===== src/verilog/fan_pkg.sv =====
// Constants and helpers shared by the fan commutation logic.
`default_nettype none
package fan_pkg;
	localparam int unsigned CLK_HZ = 100_000_000;
	localparam int unsigned CARRIER_HZ = 25_000;
	localparam int unsigned CARRIER_PERIOD_CYC = CLK_HZ / CARRIER_HZ;
	localparam int unsigned LOCK_DETECT_MS = 300;
	localparam int unsigned SHUTDOWN_MS = 4200;
	localparam int unsigned STOP_DELAY_MS = 25;
	localparam int unsigned LOCK_DETECT_CYC = LOCK_DETECT_MS * (CLK_HZ / 1000);
	localparam int unsigned SHUTDOWN_CYC = SHUTDOWN_MS * (CLK_HZ / 1000);
	localparam int unsigned STOP_DELAY_CYC = STOP_DELAY_MS * (CLK_HZ / 1000);
	// Level codes are 1/64 V per step: the ramp spans 0.5 V to 3 V.
	localparam logic [7:0] RAMP_LO_CODE = 8'h20;
	localparam logic [7:0] RAMP_HI_CODE = 8'hC0;
	localparam int unsigned CNT_PER_CODE = CARRIER_PERIOD_CYC / (RAMP_HI_CODE - RAMP_LO_CODE);
	localparam logic [1:0] START_EDGES = 2'h2;
	localparam logic [1:0] CTRL_ADDR = 2'h0;
	localparam logic [1:0] STATUS_ADDR = 2'h1;
	localparam logic [7:0] CTRL_RESET = 8'h01;
	localparam int unsigned CTRL_EN_BIT = 0;
	typedef enum logic [1:0] {ST_START, ST_RUN, ST_LOCKED, ST_STOPPED} fan_state_t;

	// Carrier count from which drive is on for a given level code.
	function automatic logic [11:0] on_threshold(input logic [7:0] level);
		logic [11:0] diff;
		diff = 12'(level - RAMP_LO_CODE);
		if (level <= RAMP_LO_CODE) begin
			return 12'h000;
		end else if (level >= RAMP_HI_CODE) begin
			return 12'(CARRIER_PERIOD_CYC);
		end
		return 12'(diff * 12'(CNT_PER_CODE));
	endfunction : on_threshold
endpackage : fan_pkg
`default_nettype wire


===== src/verilog/pwm_if.sv =====
// Link between the control logic and the duty carrier.
`timescale 1ns/100ps
`default_nettype none
interface pwm_if;
	logic [7:0] level;
	logic on;
	logic period_start;
	modport ctrl (output level, input on, input period_start);
	modport carrier (input level, output on, output period_start);
endinterface : pwm_if
`default_nettype wire


===== src/verilog/duty_carrier.sv =====
// Carrier counter and ramp comparison giving the on-duty window.
`timescale 1ns/100ps
`default_nettype none
module duty_carrier (
	input wire logic clk_i,
	input wire logic rst_b_i,
	pwm_if.carrier pw
);
	logic [11:0] cnt_q;

	// The counter stands for the ramp: 25 counts make one level code.
	always_ff @(posedge clk_i or negedge rst_b_i) begin
		if (!rst_b_i) begin
			cnt_q <= 12'h000;
		end else if (cnt_q == 12'(fan_pkg::CARRIER_PERIOD_CYC - 1)) begin
			cnt_q <= 12'h000;
		end else begin
			cnt_q <= cnt_q + 12'h001;
		end
	end

	always_ff @(posedge clk_i or negedge rst_b_i) begin
		if (!rst_b_i) begin
			pw.on <= 1'b0;
			pw.period_start <= 1'b0;
		end else begin
			pw.on <= cnt_q >= fan_pkg::on_threshold(pw.level);
			pw.period_start <= cnt_q == 12'h000;
		end
	end
endmodule : duty_carrier
`default_nettype wire


===== src/verilog/fan_commutation_ctrl.sv =====
// Commutation, lock protection, speed control and current limit of the fan driver.
// Functional notes
// - Field below release point drives first coil high, second coil low and tach high.
// - Field above operate point drives first coil low, second coil high and tach low.
// - Drive stops once the rotor stays locked longer than the lock-detect interval.
// - After a lock shutdown the motor restarts once the shutdown interval has passed.
// - An internal carrier of about 25 kHz modulates the coil drive.
// - On-duty comes from comparing the speed level with a 0.5 V to 3 V ramp.
// - The minimum-speed level sets a floor under the on-duty.
// - A motor start runs at full duty regardless of speed level and floor.
// - An open or grounded speed input runs the motor at full speed.
// - A speed level above 3 V for about 25 ms stops the motor and disables lock protection.
// - A level back at or below the minimum-speed level starts the motor at once.
// - Current limiting acts whenever the sense voltage passes the limit threshold.
`timescale 1ns/100ps
`default_nettype none
module fan_commutation_ctrl #(
	parameter int unsigned LOCK_CYC = fan_pkg::LOCK_DETECT_CYC,
	parameter int unsigned SHUTDOWN_CYC = fan_pkg::SHUTDOWN_CYC,
	parameter int unsigned STOP_CYC = fan_pkg::STOP_DELAY_CYC
) (
	input wire logic clk_i,
	input wire logic rst_b_i,
	input wire logic hall_north_i,
	input wire logic hall_south_i,
	input wire logic climit_i,
	input wire logic [7:0] speed_level_i,
	input wire logic [7:0] min_speed_level_i,
	input wire logic [1:0] addr_i,
	input wire logic [7:0] wdata_i,
	input wire logic wr_i,
	input wire logic rd_i,
	output logic [7:0] rdata_o,
	output logic first_coil_output_o,
	output logic second_coil_output_o,
	output logic tach_output_o
);
	pwm_if pw ();
	fan_pkg::fan_state_t state_q, state_d;
	logic [1:0] north_sync_q, south_sync_q, climit_sync_q;
	logic pol_q, pol_prev_q, sens_edge;
	logic [31:0] cnt_q, stop_cnt_q;
	logic [1:0] edge_cnt_q;
	logic cl_hold_q;
	logic [7:0] ctrl_q;
	logic speed_high, stop_hit, drive;
	logic north, south;

	duty_carrier u_carrier (
		.clk_i(clk_i),
		.rst_b_i(rst_b_i),
		.pw(pw.carrier)
	);

	// Sensor comparator and current comparator come from the analog side.
	always_ff @(posedge clk_i or negedge rst_b_i) begin
		if (!rst_b_i) begin
			north_sync_q <= 2'h0;
			south_sync_q <= 2'h0;
			climit_sync_q <= 2'h0;
		end else begin
			north_sync_q <= {north_sync_q[0], hall_north_i};
			south_sync_q <= {south_sync_q[0], hall_south_i};
			climit_sync_q <= {climit_sync_q[0], climit_i};
		end
	end

	assign north = north_sync_q[1] && !south_sync_q[1];
	assign south = south_sync_q[1] && !north_sync_q[1];

	// Pole state with hysteresis: inside the band nothing changes.
	always_ff @(posedge clk_i or negedge rst_b_i) begin
		if (!rst_b_i) begin
			pol_q <= 1'b1;
		end else if (north) begin
			pol_q <= 1'b1;
		end else if (south) begin
			pol_q <= 1'b0;
		end
	end

	always_ff @(posedge clk_i or negedge rst_b_i) begin
		if (!rst_b_i) begin
			pol_prev_q <= 1'b1;
		end else begin
			pol_prev_q <= pol_q;
		end
	end

	assign sens_edge = pol_q != pol_prev_q;

	// Speed level codes come from a converter on this clock, so no synchroniser.
	assign speed_high = speed_level_i > fan_pkg::RAMP_HI_CODE;
	assign stop_hit = speed_high && (stop_cnt_q >= STOP_CYC - 1);

	always_ff @(posedge clk_i or negedge rst_b_i) begin
		if (!rst_b_i) begin
			stop_cnt_q <= 32'h0000_0000;
		end else if (!speed_high) begin
			stop_cnt_q <= 32'h0000_0000;
		end else if (stop_cnt_q < STOP_CYC - 1) begin
			stop_cnt_q <= stop_cnt_q + 32'h0000_0001;
		end
	end

	always_comb begin
		state_d = state_q;
		case (state_q)
			fan_pkg::ST_START: begin
				if (stop_hit) begin
					state_d = fan_pkg::ST_STOPPED;
				end else if (edge_cnt_q == fan_pkg::START_EDGES) begin
					state_d = fan_pkg::ST_RUN;
				end else if (!sens_edge && cnt_q >= LOCK_CYC - 1) begin
					state_d = fan_pkg::ST_LOCKED;
				end
			end
			fan_pkg::ST_RUN: begin
				if (stop_hit) begin
					state_d = fan_pkg::ST_STOPPED;
				end else if (!sens_edge && cnt_q >= LOCK_CYC - 1) begin
					state_d = fan_pkg::ST_LOCKED;
				end
			end
			fan_pkg::ST_LOCKED: begin
				if (stop_hit) begin
					state_d = fan_pkg::ST_STOPPED;
				end else if (cnt_q >= SHUTDOWN_CYC - 1) begin
					state_d = fan_pkg::ST_START;
				end
			end
			fan_pkg::ST_STOPPED: begin
				if (!speed_high && speed_level_i <= min_speed_level_i) begin
					state_d = fan_pkg::ST_START;
				end
			end
			default: begin
				state_d = fan_pkg::ST_START;
			end
		endcase
	end

	always_ff @(posedge clk_i or negedge rst_b_i) begin
		if (!rst_b_i) begin
			state_q <= fan_pkg::ST_START;
		end else begin
			state_q <= state_d;
		end
	end

	// One counter times both lock detection and shutdown; stopped holds it at zero.
	always_ff @(posedge clk_i or negedge rst_b_i) begin
		if (!rst_b_i) begin
			cnt_q <= 32'h0000_0000;
		end else if (state_d != state_q || state_q == fan_pkg::ST_STOPPED) begin
			cnt_q <= 32'h0000_0000;
		end else if (sens_edge && state_q != fan_pkg::ST_LOCKED) begin
			cnt_q <= 32'h0000_0000;
		end else begin
			cnt_q <= cnt_q + 32'h0000_0001;
		end
	end

	always_ff @(posedge clk_i or negedge rst_b_i) begin
		if (!rst_b_i) begin
			edge_cnt_q <= 2'h0;
		end else if (state_q != fan_pkg::ST_START) begin
			edge_cnt_q <= 2'h0;
		end else if (sens_edge && edge_cnt_q != fan_pkg::START_EDGES) begin
			edge_cnt_q <= edge_cnt_q + 2'h1;
		end
	end

	// A limit event in the cycle of a period start still wins, so drive stays off.
	always_ff @(posedge clk_i or negedge rst_b_i) begin
		if (!rst_b_i) begin
			cl_hold_q <= 1'b0;
		end else if (climit_sync_q[1]) begin
			cl_hold_q <= 1'b1;
		end else if (pw.period_start) begin
			cl_hold_q <= 1'b0;
		end
	end

	// Start forces the lowest level code; otherwise the floor caps the level.
	always_comb begin
		if (state_q == fan_pkg::ST_START) begin
			pw.level = 8'h00;
		end else if (speed_level_i > min_speed_level_i) begin
			pw.level = min_speed_level_i;
		end else begin
			pw.level = speed_level_i;
		end
	end

	assign drive = ctrl_q[fan_pkg::CTRL_EN_BIT] && pw.on && !cl_hold_q && !climit_sync_q[1]
		&& (state_q == fan_pkg::ST_START || state_q == fan_pkg::ST_RUN);

	always_ff @(posedge clk_i or negedge rst_b_i) begin
		if (!rst_b_i) begin
			first_coil_output_o <= 1'b0;
			second_coil_output_o <= 1'b0;
			tach_output_o <= 1'b1;
		end else begin
			first_coil_output_o <= drive && pol_q;
			second_coil_output_o <= drive && !pol_q;
			tach_output_o <= pol_q;
		end
	end

	always_ff @(posedge clk_i or negedge rst_b_i) begin
		if (!rst_b_i) begin
			ctrl_q <= fan_pkg::CTRL_RESET;
		end else if (wr_i && addr_i == fan_pkg::CTRL_ADDR) begin
			ctrl_q <= wdata_i;
		end
	end

	always_ff @(posedge clk_i or negedge rst_b_i) begin
		if (!rst_b_i) begin
			rdata_o <= 8'h00;
		end else if (rd_i && addr_i == fan_pkg::CTRL_ADDR) begin
			rdata_o <= ctrl_q;
		end else if (rd_i && addr_i == fan_pkg::STATUS_ADDR) begin
			rdata_o <= {3'h0, speed_high, cl_hold_q, pol_q, state_q};
		end else begin
			rdata_o <= 8'h00;
		end
	end
endmodule : fan_commutation_ctrl
`default_nettype wire


===== config.mk =====
export PLATFORM = sky130hd
export DESIGN_NAME = fan_commutation_ctrl
export DESIGN_NICKNAME = d
export VERILOG_FILES = /design/src/verilog/fan_pkg.sv /design/src/verilog/pwm_if.sv /design/src/verilog/duty_carrier.sv /design/src/verilog/fan_commutation_ctrl.sv
export SDC_FILE = /design/constraint.sdc
export NUM_CORES = 1
export LEC_CHECK = 0
export ABC_CLOCK_PERIOD_IN_PS = 6300
export BUFFER_PORTS_ARGS = -buffer_cell sky130_fd_sc_hd__buf_4
export CORE_ASPECT_RATIO = 0.75
export CORE_MARGIN = 1
export CORE_UTILIZATION = 25
export CTS_CLUSTER_DIAMETER = 150
export DETAILED_ROUTE_END_ITERATION = 8
export HOLD_SLACK_MARGIN = 0.08
export SLEW_MARGIN = 10
export SYNTH_ARGS = -nofsm -noshare
export SYNTH_HDL_FRONTEND = slang
export SYNTH_SLANG_ARGS = --single-unit
export TNS_END_PERCENT = 100

===== constraint.sdc =====
create_clock -name clk_i -period 6.3 [get_ports clk_i]
set_input_delay 0.63 -clock clk_i [delete_from_list [all_inputs] [get_ports clk_i]]
set_output_delay 0.63 -clock clk_i [all_outputs]
set_load 0.01 [all_outputs]

==> flow_summary.toml <==
[run_status]
status = "complete, no violations"

[power]
power.share.sequential_pct = 28.9
combPwrFrac_pct = 49.1
power_switching_uw = 1070
internal_power_uw = 1630
p_leak_uw = 0.00337
ir_drop_mv = 0.214
clkPwrFrac_pct = 21.9
pwr_density_cell_mw_per_mm2 = 356
swShare_pct = 39.8

[timing]
hold_viol_final = 0
slew_headroom_pct = 30.0
post-route-period-util_pct = 88.1
clock.fmax_mhz = 180
rsz0062_at_grt = "no"
min_period_ns = 5.55
finalSetupViolCount = 0
tightestPinTransition_ns = 1.04
slew_violations = 0
final.setup.tns_ns = 0
hold_ws_ns = 0.296
fin_worst_skew_ns = 0.00977

[finish]
nNetsFinal = 824
syn2layout_area_growth_pct = 15.7
n_fill_cell = 2641
drive_above_1_share_pct = 13.0
utilization_pct = 29.9
stdcell_count = 1077
num_antenna_cells = 0

[grt]
grt_usage_pct = 11.4
grt_pass1_wl_mm = 24.5
grt_pass1_vias = 4743
grt-ovfl-total = 0
grt_max_degree = 63
antenna_found_initial = 1

[placement]
place.detailed.hpwl_mm = 10.9
io_buffers = 43
gp_congestion = 0.787
placed_cells = 1061

[detailed_routing]
vias = 4988
wirelength_mm = 14.6
drtIter0Drc = 315
drc = 0
maxUsedRoutingLayer = "met4"
met2_length_mm = 6.06
wl_met3_um = 530
antenna_left = 0
drt-vias-per-instance = 4.63
routedWlPerCell_um = 13.5
wl_met1_mm = 7.92
first_pass_iters = 5

[clock_tree]
cts_buffer_depth = 2
cts_tree = "built"
cts_resized = 0
clk_latency_ns = 0.35
cts_hold_buf = 0
clock_sink_count = 109
cts_buffers = 9
h-tree-depth = 3
root_buffer = "clkbuf_16"
postCtsSetupBuffers = 0
clkSlewWorstSetupHoldPaths_ns = 0.07

[die]
initial_core_util_pct = 25.9
die_w_um = 189
dieArea_sq_mm = 0.0269
coreArea_sq_mm = 0.0253
die_y_um = 142
pin_count = 44
rows = 50

[worst_setup_path]
crit_path_frequent_cell = "ha_1"
critPathRequiredTime_ns = 6.53
end_kind = "register"
worstSetupPathType = "input port to register"
crit_slowest_cell = "and2_0"
rr_startpoint = "state_q[1]"
r2r_end = "u_carrier.pw.on"
crit_buf_inv = 3
r2r_slack_ns = 1.75
crit_path_max_fanout = 15
max_stage_delay_ns = 0.65
cp.depth = 23
rr_worst_depth = 18
worstPathArrival_ns = 5.78
crit_start = "speed_level_i[1]"
path_cells = "buf_4 > ha_1 > nor2b_1 > o211ai_1 > a211o_1 > and2_0 > a21oi_1 > nor2_1 > ha_1 > ha_1 > inv_1 > fa_1 > inv_1 > ha_1 > nand3_1 > o211ai_1 > nor2_1 > xnor2_1 > o21ai_0 > ha_1 > o211a_1 > a221oi_1 > o21ai_0"
start_kind = "input port"
worst_path_dominant_cell_family = "adder cells"
crit_end = "u_carrier.pw.on"

[synthesis]
async_reset_ff_share_pct = 100
syn_inst = 689
synth_area_per_cell_sq_um = 9.51
synth_cell_type_count = 64
ys_seq_area_share_pct = 41.7
synth_warnings = 0
synth_edf_count = 0
synthFlopType = "dfrtp_1"
synth-seq-cells = 109
syn_area_sq_mm = 0.00655

[run]
cap_violations = 0

[min_path]
hold_path.class = "input port to async pin"
==> synth_stat cells, types with 2 or more instances <==
library cell | instances | area [sq um]
dfrtp_1 | 106 | 2650
nor2_1 | 93 | 349
ha_1 | 50 | 626
nand2_1 | 46 | 173
inv_1 | 43 | 161
xor2_1 | 37 | 324
nand3_1 | 32 | 160
a21oi_1 | 31 | 155
xnor2_1 | 26 | 228
nor3_1 | 17 | 85.1
nor4_1 | 17 | 106
o21ai_0 | 17 | 85.1
and3_1 | 15 | 93.8
nand4_1 | 15 | 93.8
and2_1 | 14 | 87.6
clkbuf_1 | 14 | 52.6
mux2_2 | 9 | 101
fa_1 | 7 | 140
mux2i_1 | 7 | 70.1
nor2b_1 | 7 | 43.8
nor2_2 | 6 | 37.5
and4_1 | 5 | 43.8
o21a_1 | 5 | 37.5
a21o_1 | 4 | 30.0
o211ai_1 | 4 | 30.0
a2111oi_0 | 3 | 26.3
a211o_1 | 3 | 26.3
dfstp_2 | 3 | 78.8
nand2b_1 | 3 | 18.8
or2_2 | 3 | 18.8
or3_1 | 3 | 18.8
a2111oi_2 | 2 | 30.0
a31oi_1 | 2 | 12.5
a41o_1 | 2 | 20.0
buf_2 | 2 | 10.0
buf_6 | 2 | 22.5
nor3b_1 | 2 | 15.0
o21ai_1 | 2 | 10.0
o21bai_1 | 2 | 15.0
o221ai_1 | 2 | 17.5
o311ai_0 | 2 | 17.5
or4_1 | 2 | 15.0
==> sequential cells by signal, summed over array words and instances (netlist names), 2 cells and up <==
register / flops
state_q: 2
u_carrier.cnt_q: 12
stop_cnt_q: 32
edge_cnt_q: 2
cnt_q: 32
climit_sync_q: 2
ctrl_q: 8
south_sync_q: 2
north_sync_q: 2
rdata_o: 8
==> power groups by stage <==
stage	Combinational (uW)	Clock, uW	Sequential (uW)
floorplan	1080	0	770
global placement	1320	0	795
detailed placement	1330	0	795
CTS	1340	612	782
global route	1540	637	788
finish	1320	592	781
==> cell usage in the layout (no fill, tap or decap), drive strengths merged, types with 26 or more instances in the layout <==
cell	n
a21oi	32
buf	50
dfrtp	106
ha	50
inv	47
nand2	46
nand3	32
nor2	99
xnor2	26
xor2	37
==> worst min path at each step <==
| stage | from | to | slack [ns] | cells past startpoint |
|---|---|---|---|---|
| 6_report | rst_b_i | rdata_o[4] | 0.30 | 1 |
| 2_1_floorplan | rst_b_i | cl_hold_q | 0.33 | 0 |
| 5_1_grt | rst_b_i | rdata_o[4] | 0.36 | 1 |
| 4_1_cts | rst_b_i | stop_cnt_q[17] | 0.33 | 1 |
| 3_3_place_gp | south_sync_q[0] | south_sync_q[1] | 0.33 | 0 |
| 3_5_place_dp | north_sync_q[0] | north_sync_q[1] | 0.34 | 0 |
==> final cells by class <==
class | count | area (sq um) | area share, %
clock buffers | 9 | 225 | 2.97
repair buffers | 50 | 375 | 4.95
well taps | 338 | 423 | 5.58
inverters | 43 | 161 | 2.13
clock inverters | 7 | 81.3 | 1.07
multi-input cells | 521 | 3580 | 47.3
flip-flops and latches | 109 | 2730 | 36.0
==> stage by stage <==
| step | setup WS [ns] | cell area, sq um | total power, uW |
|---|---|---|---|
| detailed placement | 0.458 | 7270 | 2130 |
| global placement | 0.557 | 7270 | 2110 |
| CTS | 0.810 | 7580 | 2740 |
| floorplan | 0.994 | 6560 | 1850 |
| finish | 0.747 | 7580 | 2700 |
| global route | 0.319 | 7580 | 2970 |
==> per-layer routing <==
| layer | track usage, % | vias up |
|---|---|---|
| met4 | 2.04 | 0 |
| met1 | 17.4 | 2414 |
| met2 | 16.6 | 83 |
| met5 | 0 | - |
| li1 | - | 2480 |
| met3 | 2.32 | 11 |
==> logic make-up after synthesis <==
family                     count (synthesis)  synth area share, %
DFF                                      109                 41.7
and+or+nand+nor                          286                 21.6
adders and majority gates                 57                 11.7
buffers and inverters                     61                 3.76
xor gates and xnor gates                  63                 8.42
muxes                                     16                 2.62
AOI/OAI and AO/OA                         96                 10.2
other                                      1               0.0572
Note: power is estimated with default switching activity, not from simulation.
